==> config.mk <==
export PLATFORM = sky130hd
export DESIGN_NAME = ddc_top
export DESIGN_NICKNAME = d
export VERILOG_FILES = /design/src/hw/ddc_frame_div.v /design/src/hw/ddc_top.v
export VERILOG_INCLUDE_DIRS = /design/src /design/src/hw
export SDC_FILE = /design/constraint.sdc
export NUM_CORES = 1
export LEC_CHECK = 0
export ABC_AREA = 1
export ABC_CLOCK_PERIOD_IN_PS = 4200
export BUFFER_PORTS_ARGS = -buffer_cell sky130_fd_sc_hd__buf_2
export CELL_PAD_IN_SITES_DETAIL_PLACEMENT = 2
export CELL_PAD_IN_SITES_GLOBAL_PLACEMENT = 2
export CORE_MARGIN = 2
export CORE_UTILIZATION = 31
export DETAILED_ROUTE_END_ITERATION = 8
export GPL_TIMING_DRIVEN = 0
export HOLD_SLACK_MARGIN = 0.15
export PLACE_DENSITY_LB_ADDON = 0.1
export SETUP_SLACK_MARGIN = 0.05
export SLEW_MARGIN = 10
export SYNTH_ARGS = -nofsm -noshare
export SYNTH_HDL_FRONTEND = slang
export SYNTH_SLANG_ARGS = --single-unit
export TNS_END_PERCENT = 50
==> constraint.sdc <==
create_clock -name aclk -period 4.2 [get_ports aclk]
set_input_delay 0.63 -clock aclk [delete_from_list [all_inputs] [get_ports aclk]]
set_output_delay 0.63 -clock aclk [all_outputs]
set_load 0.005 [all_outputs]
==> src/hw/ddc_defines.vh <==
`ifndef DDC_DEFINES_VH
`define DDC_DEFINES_VH

// Register indices; the byte address is four times the index.
`define DDC_IDX_FRAME_CLOCK_GENERATION 6'h09
`define DDC_IDX_DAC_CONTROL            6'h0a
`define DDC_IDX_LEFT_DAC_VOLUME        6'h0b
`define DDC_IDX_RIGHT_DAC_VOLUME       6'h0c
`define DDC_IDX_CONFIG                 6'h20
`define DDC_IDX_STATUS                 6'h21

// Reset values.
`define DDC_RST_FRAME_CLOCK_GENERATION 16'h0040
`define DDC_RST_DAC_CONTROL            16'h0004
`define DDC_RST_DAC_VOLUME             8'hc0
`define DDC_RST_CONFIG                 16'h0000

// Writable bits.
`define DDC_MASK_FRAME_CLOCK_GENERATION 16'h2fff
`define DDC_MASK_DAC_CONTROL            16'h23f7
`define DDC_MASK_CONFIG                 16'h0003

// Frame clock generation fields.
`define DDC_BIT_PORT_TRISTATE 13
`define DDC_BIT_FRAME_DIR     11
`define DDC_FRAME_RATE_MSB    10

// DAC control fields.
`define DDC_BIT_HIGH_OVERSAMPLE 13
`define DDC_BIT_MONO_MIX        9
`define DDC_BIT_STOPBAND_FILTER 8
`define DDC_BIT_MUTE_RAMP_RATE  7
`define DDC_BIT_UNMUTE_RAMP     6
`define DDC_DEEMPHASIS_SEL_MSB          5
`define DDC_DEEMPHASIS_SEL_LSB          4
`define DDC_BIT_SOFT_MUTE       2
`define DDC_BIT_LEFT_INVERT     1
`define DDC_BIT_RIGHT_INVERT    0

// Volume register fields.
`define DDC_BIT_VOLUME_UPDATE 8
`define DDC_VOLUME_MSB        7

// Own configuration fields.
`define DDC_BIT_AUTO_CLOCKING 0
`define DDC_BIT_MASTER_MODE   1

// Soft mute ramp: frame periods per volume step.
`define DDC_RAMP_DIV_FAST 6'h02
`define DDC_RAMP_DIV_SLOW 6'h20

// AXI responses.
`define DDC_RESP_OKAY   2'b00
`define DDC_RESP_SLVERR 2'b10

`endif

==> src/hw/ddc_frame_div.v <==
`include "ddc_defines.vh"

module ddc_frame_div
(
	// Clock and reset
	input  wire        aclk,
	input  wire        aresetn,
	// Bit clock rising-edge enable and divisor
	input  wire        bclk_rise,
	input  wire [10:0] rate,
	// Generated frame clock
	output reg         frame_clk_reg
);

	reg  [10:0] cnt_reg;
	wire [10:0] last;
	wire        wrap;
	wire [10:0] cnt_next;
	wire        frame_clk_next;

	assign last = rate - 11'h001;
	assign wrap = (cnt_reg >= last);
	assign cnt_next = wrap ? 11'h000 : cnt_reg + 11'h001;
	// High for the first half of each frame, so odd divisors run long low.
	assign frame_clk_next = (cnt_next < {1'b0, rate[10:1]});

	always @(posedge aclk)
	begin
		if (!aresetn)
		begin
			cnt_reg       <= 11'h000;
			frame_clk_reg <= 1'b0;
		end
		else if (rate == 11'h000)
		begin
			cnt_reg       <= 11'h000;
			frame_clk_reg <= 1'b0;
		end
		else if (bclk_rise)
		begin
			cnt_reg       <= cnt_next;
			frame_clk_reg <= frame_clk_next;
		end
	end

endmodule

==> src/hw/ddc_top.v <==
// What this block does
// - Port tristate bit set puts every serial audio pin in high impedance.
// - Frame direction bit set drives the frame clock out even in slave mode.
// - Output frame clock is bit clock divided by the 11-bit rate field.
// - High oversample bit under automatic clocking selects 128fs, else 64fs.
// - Mono mix bit mixes both channels; software sets it with one disabled.
// - Stopband filter bit selects sloping filter; ignored under auto clocking.
// - Mute ramp rate 0 steps the soft mute ramp at fs/2.
// - Mute ramp rate 1 steps the soft mute ramp at fs/32.
// - Unmute ramp bit 0: volume jumps to programmed values on unmute.
// - Unmute ramp bit 1: volume rises gradually to programmed values.
// - Two-bit de-emphasis field selects off, 32k, 44.1k or 48k curve.
// - Soft mute bit mutes when 1, resets to 1.
// - Left and right invert bits negate that channel's output data.
// - Writing 1 to volume update applies both pending volumes together.
// - Left volume is 8 bits, 00h mute, C0h 0 dB and reset value.
// - Right volume register has same encoding and its own update bit.
`include "ddc_defines.vh"

module ddc_top
#(
	parameter SAMPLE_W = 16
)
(
	// Clock and reset
	input  wire                aclk,
	input  wire                aresetn,
	// AXI4-Lite write address
	input  wire [7:0]          s_axi_awaddr,
	input  wire                s_axi_awvalid,
	output wire                s_axi_awready,
	// AXI4-Lite write data
	input  wire [31:0]         s_axi_wdata,
	input  wire [3:0]          s_axi_wstrb,
	input  wire                s_axi_wvalid,
	output wire                s_axi_wready,
	// AXI4-Lite write response
	output reg  [1:0]          s_axi_bresp,
	output reg                 s_axi_bvalid,
	input  wire                s_axi_bready,
	// AXI4-Lite read address
	input  wire [7:0]          s_axi_araddr,
	input  wire                s_axi_arvalid,
	output wire                s_axi_arready,
	// AXI4-Lite read data
	output reg  [31:0]         s_axi_rdata,
	output reg  [1:0]          s_axi_rresp,
	output reg                 s_axi_rvalid,
	input  wire                s_axi_rready,
	// Serial audio port pins
	input  wire                tree_bclk,
	input  wire                bclk_pin_in,
	output wire                bclk_pin_out,
	output wire                bclk_pin_oe,
	input  wire                frame_pin_in,
	output wire                frame_pin_out,
	output wire                frame_pin_oe,
	// Sample stream into the DAC path
	input  wire [SAMPLE_W-1:0] sample_left,
	input  wire [SAMPLE_W-1:0] sample_right,
	input  wire                sample_valid,
	// Sample stream towards the converters
	output reg  [SAMPLE_W-1:0] dac_left_data,
	output reg  [SAMPLE_W-1:0] dac_right_data,
	output reg                 dac_data_valid,
	output reg  [7:0]          dac_left_gain,
	output reg  [7:0]          dac_right_gain,
	// Converter configuration
	output wire                dac_high_oversample,
	output wire                dac_stopband_filter_sel,
	output wire [1:0]          deemphasis_sel,
	output wire                mono_mix
);

	reg  [15:0] frame_gen_reg;
	reg  [15:0] dac_ctrl_reg;
	reg  [15:0] config_reg;
	reg  [7:0]  left_dac_volume_reg;
	reg  [7:0]  right_dac_volume_reg;
	reg  [7:0]  left_active_reg;
	reg  [7:0]  right_active_reg;
	reg  [7:0]  left_applied_reg;
	reg  [7:0]  right_applied_reg;

	wire port_tristate = frame_gen_reg[`DDC_BIT_PORT_TRISTATE];
	wire frame_dir     = frame_gen_reg[`DDC_BIT_FRAME_DIR];
	wire auto_clocking = config_reg[`DDC_BIT_AUTO_CLOCKING];
	wire master_mode   = config_reg[`DDC_BIT_MASTER_MODE];
	wire soft_mute     = dac_ctrl_reg[`DDC_BIT_SOFT_MUTE];
	wire unmute_ramp   = dac_ctrl_reg[`DDC_BIT_UNMUTE_RAMP];
	wire mute_ramp_rate = dac_ctrl_reg[`DDC_BIT_MUTE_RAMP_RATE];

	// Converter configuration.
	assign dac_high_oversample =
		dac_ctrl_reg[`DDC_BIT_HIGH_OVERSAMPLE] & auto_clocking;
	assign dac_stopband_filter_sel =
		dac_ctrl_reg[`DDC_BIT_STOPBAND_FILTER] & ~auto_clocking;
	assign deemphasis_sel =
		dac_ctrl_reg[`DDC_DEEMPHASIS_SEL_MSB:`DDC_DEEMPHASIS_SEL_LSB];
	assign mono_mix = dac_ctrl_reg[`DDC_BIT_MONO_MIX];

	// Pin synchronisers; the third stage only feeds edge detection.
	reg [2:0] tree_bclk_sync_reg;
	reg [2:0] bclk_pin_sync_reg;
	reg [1:0] frame_pin_sync_reg;

	always @(posedge aclk)
	begin
		if (!aresetn)
		begin
			tree_bclk_sync_reg <= 3'h0;
			bclk_pin_sync_reg  <= 3'h0;
			frame_pin_sync_reg <= 2'h0;
		end
		else
		begin
			tree_bclk_sync_reg <= {tree_bclk_sync_reg[1:0], tree_bclk};
			bclk_pin_sync_reg  <= {bclk_pin_sync_reg[1:0], bclk_pin_in};
			frame_pin_sync_reg <= {frame_pin_sync_reg[0], frame_pin_in};
		end
	end

	// In master mode the device forwards the clock-tree bit clock and
	// counts it; in slave mode it counts the bit clock on the pin.
	wire bclk_rise = master_mode ?
		(tree_bclk_sync_reg[1] & ~tree_bclk_sync_reg[2]) :
		(bclk_pin_sync_reg[1] & ~bclk_pin_sync_reg[2]);

	wire frame_clk_gen;

	ddc_frame_div u_frame_div
	(
		.aclk          (aclk),
		.aresetn       (aresetn),
		.bclk_rise     (bclk_rise),
		.rate          (frame_gen_reg[`DDC_FRAME_RATE_MSB:0]),
		.frame_clk_reg (frame_clk_gen)
	);

	// Pin drive.
	wire frame_drive = master_mode | frame_dir;

	assign bclk_pin_out  = tree_bclk_sync_reg[1];
	assign bclk_pin_oe   = master_mode & ~port_tristate;
	assign frame_pin_out = frame_clk_gen;
	assign frame_pin_oe  = frame_drive & ~port_tristate;

	// Sample rate tick from the frame clock in use.
	reg  frame_prev_reg;
	wire frame_now = frame_drive ? frame_clk_gen : frame_pin_sync_reg[1];
	wire fs_tick   = frame_now & ~frame_prev_reg;

	// Ramp prescaler; one volume step per 2 or 32 frames.
	reg  [4:0] ramp_cnt_reg;
	// The divisor needs six bits to hold 32; the counter wraps to 0 after 31 at the slow rate, after 1 at the fast rate.
	wire [5:0] ramp_div = mute_ramp_rate ?
		`DDC_RAMP_DIV_SLOW : `DDC_RAMP_DIV_FAST;
	wire       ramp_wrap = ({1'b0, ramp_cnt_reg} >= ramp_div - 6'h01);
	wire       ramp_step = fs_tick & ramp_wrap;

	always @(posedge aclk)
	begin
		if (!aresetn)
		begin
			frame_prev_reg <= 1'b0;
			ramp_cnt_reg   <= 5'h00;
		end
		else
		begin
			frame_prev_reg <= frame_now;
			if (fs_tick)
				ramp_cnt_reg <= ramp_wrap ? 5'h00 : ramp_cnt_reg + 5'h01;
		end
	end

	// Applied volume, one step per ramp step while muting or ramping up, else jumps to the target.
	wire [15:0] applied_pair;
	wire [15:0] next_pair;
	wire [15:0] active_pair = {right_active_reg, left_active_reg};
	wire [1:0]  ramp_busy;

	assign applied_pair = {right_applied_reg, left_applied_reg};

	genvar ch;
	generate
		for (ch = 0; ch < 2; ch = ch + 1)
		begin : g_vol
			wire [7:0] cur = applied_pair[ch*8+7:ch*8];
			wire [7:0] tgt = active_pair[ch*8+7:ch*8];
			reg  [7:0] nxt;

			always @*
			begin
				nxt = cur;
				if (soft_mute)
				begin
					if (ramp_step && cur != 8'h00)
						nxt = cur - 8'h01;
				end
				else if (unmute_ramp && cur < tgt)
				begin
					if (ramp_step)
						nxt = cur + 8'h01;
				end
				else
					nxt = tgt;
			end

			assign next_pair[ch*8+7:ch*8] = nxt;
			assign ramp_busy[ch] = soft_mute ? (cur != 8'h00) : (cur != tgt);
		end
	endgenerate

	// Data path: mono mix, then inversion with saturation.
	wire signed [SAMPLE_W:0] mix_sum =
		$signed({sample_left[SAMPLE_W-1], sample_left}) +
		$signed({sample_right[SAMPLE_W-1], sample_right});
	wire [SAMPLE_W-1:0] mix_half = mix_sum[SAMPLE_W:1];
	wire [SAMPLE_W-1:0] src_left  = mono_mix ? mix_half : sample_left;
	wire [SAMPLE_W-1:0] src_right = mono_mix ? mix_half : sample_right;

	function [SAMPLE_W-1:0] ddc_negate;
		input [SAMPLE_W-1:0] v;
		reg   [SAMPLE_W-1:0] most_neg;
		begin
			most_neg = {1'b1, {(SAMPLE_W-1){1'b0}}};
			// Full-scale negative has no positive twin; clamp it.
			if (v == most_neg)
				ddc_negate = ~most_neg;
			else
				ddc_negate = ~v + {{(SAMPLE_W-1){1'b0}}, 1'b1};
		end
	endfunction

	always @(posedge aclk)
	begin
		if (!aresetn)
		begin
			dac_left_data  <= {SAMPLE_W{1'b0}};
			dac_right_data <= {SAMPLE_W{1'b0}};
			dac_data_valid <= 1'b0;
			dac_left_gain  <= 8'h00;
			dac_right_gain <= 8'h00;
		end
		else
		begin
			dac_data_valid <= sample_valid;
			dac_left_gain  <= left_applied_reg;
			dac_right_gain <= right_applied_reg;
			if (sample_valid)
			begin
				dac_left_data <= dac_ctrl_reg[`DDC_BIT_LEFT_INVERT] ?
					ddc_negate(src_left) : src_left;
				dac_right_data <= dac_ctrl_reg[`DDC_BIT_RIGHT_INVERT] ?
					ddc_negate(src_right) : src_right;
			end
		end
	end

	// AXI4-Lite write side: address and data are held until both are in.
	reg        aw_full_reg;
	reg        w_full_reg;
	reg [5:0]  aw_idx_reg;
	reg [15:0] w_data_reg;
	reg [1:0]  w_strb_reg;

	assign s_axi_awready = ~aw_full_reg;
	assign s_axi_wready  = ~w_full_reg;

	wire do_write = aw_full_reg & w_full_reg & ~s_axi_bvalid;
	wire [15:0] strb_mask = {{8{w_strb_reg[1]}}, {8{w_strb_reg[0]}}};

	function [15:0] ddc_merge;
		input [15:0] old;
		input [15:0] data;
		input [15:0] wmask;
		begin
			ddc_merge = (old & ~wmask) | (data & wmask);
		end
	endfunction

	wire wr_frame = do_write &&
		aw_idx_reg == `DDC_IDX_FRAME_CLOCK_GENERATION;
	wire wr_ctrl  = do_write && aw_idx_reg == `DDC_IDX_DAC_CONTROL;
	wire wr_left  = do_write && aw_idx_reg == `DDC_IDX_LEFT_DAC_VOLUME;
	wire wr_right = do_write && aw_idx_reg == `DDC_IDX_RIGHT_DAC_VOLUME;
	wire wr_cfg   = do_write && aw_idx_reg == `DDC_IDX_CONFIG;
	wire wr_known = wr_frame | wr_ctrl | wr_left | wr_right | wr_cfg |
		(aw_idx_reg == `DDC_IDX_STATUS);

	wire [7:0] left_next = w_strb_reg[0] ?
		w_data_reg[`DDC_VOLUME_MSB:0] : left_dac_volume_reg;
	wire [7:0] right_next = w_strb_reg[0] ?
		w_data_reg[`DDC_VOLUME_MSB:0] : right_dac_volume_reg;
	wire vol_update = (wr_left | wr_right) & w_strb_reg[1] &
		w_data_reg[`DDC_BIT_VOLUME_UPDATE];

	always @(posedge aclk)
	begin
		if (!aresetn)
		begin
			aw_full_reg          <= 1'b0;
			w_full_reg           <= 1'b0;
			aw_idx_reg           <= 6'h00;
			w_data_reg           <= 16'h0000;
			w_strb_reg           <= 2'h0;
			s_axi_bvalid         <= 1'b0;
			s_axi_bresp          <= `DDC_RESP_OKAY;
			frame_gen_reg        <= `DDC_RST_FRAME_CLOCK_GENERATION;
			dac_ctrl_reg         <= `DDC_RST_DAC_CONTROL;
			config_reg           <= `DDC_RST_CONFIG;
			left_dac_volume_reg  <= `DDC_RST_DAC_VOLUME;
			right_dac_volume_reg <= `DDC_RST_DAC_VOLUME;
			left_active_reg      <= `DDC_RST_DAC_VOLUME;
			right_active_reg     <= `DDC_RST_DAC_VOLUME;
			left_applied_reg     <= 8'h00;
			right_applied_reg    <= 8'h00;
		end
		else
		begin
			if (s_axi_awvalid && !aw_full_reg)
			begin
				aw_full_reg <= 1'b1;
				aw_idx_reg  <= s_axi_awaddr[7:2];
			end
			if (s_axi_wvalid && !w_full_reg)
			begin
				w_full_reg <= 1'b1;
				w_data_reg <= s_axi_wdata[15:0];
				w_strb_reg <= s_axi_wstrb[1:0];
			end
			if (do_write)
			begin
				aw_full_reg  <= 1'b0;
				w_full_reg   <= 1'b0;
				s_axi_bvalid <= 1'b1;
				s_axi_bresp  <= wr_known ? `DDC_RESP_OKAY : `DDC_RESP_SLVERR;
			end
			else if (s_axi_bvalid && s_axi_bready)
				s_axi_bvalid <= 1'b0;
			if (wr_frame)
				frame_gen_reg <= ddc_merge(frame_gen_reg, w_data_reg,
					strb_mask & `DDC_MASK_FRAME_CLOCK_GENERATION);
			if (wr_ctrl)
				dac_ctrl_reg <= ddc_merge(dac_ctrl_reg, w_data_reg,
					strb_mask & `DDC_MASK_DAC_CONTROL);
			if (wr_cfg)
				config_reg <= ddc_merge(config_reg, w_data_reg,
					strb_mask & `DDC_MASK_CONFIG);
			if (wr_left)
				left_dac_volume_reg <= left_next;
			if (wr_right)
				right_dac_volume_reg <= right_next;
			// Both channels move together, taking this write's byte too.
			if (vol_update)
			begin
				left_active_reg  <= wr_left ? left_next : left_dac_volume_reg;
				right_active_reg <= wr_right ? right_next :
					right_dac_volume_reg;
			end
			left_applied_reg  <= next_pair[7:0];
			right_applied_reg <= next_pair[15:8];
		end
	end

	// AXI4-Lite read side.
	assign s_axi_arready = ~s_axi_rvalid;

	reg [31:0] rd_word;
	reg        rd_known;

	always @*
	begin
		rd_word  = 32'h0000_0000;
		rd_known = 1'b1;
		case (s_axi_araddr[7:2])
			`DDC_IDX_FRAME_CLOCK_GENERATION: rd_word[15:0] = frame_gen_reg;
			`DDC_IDX_DAC_CONTROL:            rd_word[15:0] = dac_ctrl_reg;
			`DDC_IDX_LEFT_DAC_VOLUME:        rd_word[7:0]  = left_dac_volume_reg;
			`DDC_IDX_RIGHT_DAC_VOLUME:       rd_word[7:0]  = right_dac_volume_reg;
			`DDC_IDX_CONFIG:                 rd_word[15:0] = config_reg;
			`DDC_IDX_STATUS:
				rd_word[19:0] = {port_tristate, frame_now, ramp_busy,
					right_applied_reg, left_applied_reg};
			default:                         rd_known = 1'b0;
		endcase
	end

	always @(posedge aclk)
	begin
		if (!aresetn)
		begin
			s_axi_rvalid <= 1'b0;
			s_axi_rdata  <= 32'h0000_0000;
			s_axi_rresp  <= `DDC_RESP_OKAY;
		end
		else if (s_axi_arvalid && !s_axi_rvalid)
		begin
			s_axi_rvalid <= 1'b1;
			s_axi_rdata  <= rd_word;
			s_axi_rresp  <= rd_known ? `DDC_RESP_OKAY : `DDC_RESP_SLVERR;
		end
		else if (s_axi_rvalid && s_axi_rready)
			s_axi_rvalid <= 1'b0;
	end

endmodule

==> impl_metrics.yaml <==
timing:
  setup_ws_ns: 0.424
  finalCritPeriodShare: 0.899
  final.setup_skew_ns: 0.0191
  finalSetupViolCount: 0
  actual_slew_at_the_worst_max_slew_pin_ns: 0.934
  clock.fmax_ghz: 0.265
  rel_slew_slack: 0.377
  pins_over_slew_limit: 0
  timing.setup.tns_ns: 0
  fin_crit_ns: 3.78
  rsz_0062_raised_after_global_routing: "false"
  finalHoldViolCount: 0
  worst_hold_slack_ns: 0.360
routing:
  dr_total_vias: 12200
  drcViolationCount: 0
  drt_first_iter_violations: 410
  drt_pass1_iterations: 4
  ant_nets: 0
  drt-wirelength-per-cell_um: 20.1
  routed_via_density: 5.10
  postRouteWirelength_um: 47900
critical_path:
  internal_reg_to_reg_setup_slack_ns: 0.42
  setup.worst_path.start_class: "flop"
  worst_ep_required_time_ns: 4.58
  crit-reg2reg-capture: "u_frame_div.frame_clk_reg"
  worst-endpoint-arrival_ns: 4.16
  end_kind: "flop"
  worstRegToRegCells: 22
  timing_worst_setup_path_type: "reg2reg"
  worst-path-max-fanout: 8
placement:
  post_dp_cell_area_um2: 12900
  numPortBuffers: 153
  dpl.hpwl_um: 38800
  numPlacedInstances: 2358
  final_weighted_congestion_in_routability_driven_placement: 0.869
  place_worst_setup_slack_ns: 0.0445
clocking:
  clkSlewWorstSetupHoldPaths_ns: 0.08
  cts_hold_buffers: 0
  numClockSinks: 195
  tritoncts_clock_tree: "yes"
  clock_insertion_delay_worst_skew_ns: 0.46
  maximum_count_of_clock_buffers_along_a_single_path: 2
  cts.root.buffer_cell: "clkbuf_16"
  cts_inserted_buffers: 17
  htree_num_levels: 4
layout:
  drive_above_1_share: 0.131
  synthToLayoutAreaGrowth_pct: 17.6
  layout.nets: 2071
  antenna_cells: 0
  postLayoutCellArea_um2: 13600
  final.fill_count: 4527
  final_util: 0.370
  final_cell_count_no_fill: 2390
flow_run:
  max_cap_violations: 0
global_routing:
  grt_first_pass_wirelength_um: 75100
  overflow: 0
  grt_use_total: 0.252
  antenna_found_initial: 1
  via_count_of_the_first_global_routing_pass: 13200
  grt_start_max_net_pins: 19
hold_path:
  worst_hold_startpoint: "tree_bclk"
  worstHoldEndpoint: "tree_bclk_sync_reg[0]"
  min-delay-path-class: "in2reg"
  hold-path-cell-count: 3
synth:
  synth_edf_count: 0
  yosys_warnings: 0
  asyncSetResetFlopFracSynth: 0
  synth_top_cell_by_area: "dfxtp_1"
  ys_seq_area_frac: 0.338
  number_of_standard_cells_after_synthesis: 1724
  total_standard_cell_area_after_synthesis_um2: 11500
  ys_top_cells_by_area: "dfxtp_1 34%, nand2_1 11%, inv_1 8.7%"
  yosys.cell_types.count: 49
  synthFlopType: "dfxtp_1"
  syn_avg_cell_area_um2: 6.69
  synth-seq-cells: 195
  synthDominantCellAreaShare: 0.338
floorplan:
  row_count: 70
  die_w_um: 197
  die_area_um2: 38800
  initial_core_utilization: 0.315
  top_level_ports: 194
  floorplan.core_area_um2: 36600
  floorplan.die.height_um: 197
run_status:
  run_status: "complete, no violations"
power_and_ir_drop:
  leakage_nw: 6.80
  cellPowerDensity_nw_per_um2: 312
  report.power.total_mw: 4.23
  worst_ir_drop_vdd_mv: 0.283
## per-layer routing
metal,part of all wire,GRT usage,up-vias
met5,0,0,-
met1,0.44,0.310,6067
met2,0.51,0.468,176
met4,0.015,0.0576,0
met3,0.032,0.0317,40
li1,-,-,5913
## worst max-delay path by stage
stage          from                         to  depth (start not counted)
2_1_floorplan  flop  u_frame_div.frame_clk_reg                         22
3_3_place_gp   flop  u_frame_div.frame_clk_reg                         23
3_5_place_dp   flop  u_frame_div.frame_clk_reg                         23
4_1_cts        flop  u_frame_div.frame_clk_reg                         22
5_1_grt        flop  u_frame_div.frame_clk_reg                         23
6_report       flop  u_frame_div.frame_clk_reg                         22
## worst max-delay path: stages, from the launching register on
cell and delay, ns:
dfxtp_1 0.34, inv_2 0.11, ha_2 0.21, nand3_2 0.14, nor3_4 0.21, nand3_1 0.13, xor2_1 0.18, ha_1 0.33
nand2_1 0.12, nor4_2 0.29, a21oi_1 0.11, nand2_2 0.15, inv_4 0.08, nand3_1 0.13, inv_1 0.07, ha_1 0.31
a21oi_1 0.14, nor2_1 0.06, a211oi_1 0.19, nor2_1 0.08, nor2_1 0.11, nand2_1 0.08, a21oi_1 0.13
## cells in the mapped netlist, drive strengths merged (4+ instances only)
master,n
o21a,5
clkinv,6
nor4,5
ha,65
a21oi,119
a211oi,14
o221ai,10
o22ai,19
or2,4
xor2,41
xnor2,7
o21ai,151
a31oi,5
nand4,22
nand3,79
clkbuf,44
inv,273
a221oi,10
nor2,215
buf,30
o211ai,13
nor3,13
dfxtp,195
nand2,356
## area by class of cell
cell class | instances | area [µm²] | share of cell area
Tap cell | 468 | 586 | 0.0432
Timing Repair Buffer | 154 | 773 | 0.0570
Clock inverter | 13 | 141 | 0.0104
Multi-Input combinational cell | 1189 | 6300 | 0.465
Sequential cell | 195 | 3900 | 0.288
Buffer | 74 | 369 | 0.0272
Inverter | 279 | 1050 | 0.0774
Clock buffer | 18 | 439 | 0.0324
## report_power, final
part | switching [mW] | internal, mW
clock network | 0.859 | 0.857
registers | 0.0474 | 1.90
logic | 0.377 | 0.188
total | 1.28 | 2.95
## kinds of logic (layout without fill, tap and decap cells)
logic type / after synthesis / in the layout / synth area share
adders and majority gates: 66 / 66 / 0.0722
AOI/OAI and AO/OA: 358 / 358 / 0.175
other: 1 / 14 / 0.000325
DFF: 195 / 195 / 0.338
muxes: 3 / 3 / 0.00271
buffers and inverters: 353 / 538 / 0.123
and+or+nand+nor: 700 / 700 / 0.252
xor gates and xnor gates: 48 / 48 / 0.0364
## cell usage in the layout (no fill, tap or decap), types with 44 or more instances in the layout
cell type and instances:
nand2_1 351, inv_1 263, nor2_1 205, dfxtp_1 195, buf_2 157, o21ai_0 147
a21oi_1 119, nand3_1 72, ha_1 64, clkbuf_1 44
## repair_timing
item	CTS	global route
pin swaps	0	1
endpoints found under the setup margin	1	1
buffers inserted	0	1
cloned	0	0
gates resized for setup	1	12
Power figures use the tool's default switching activity.
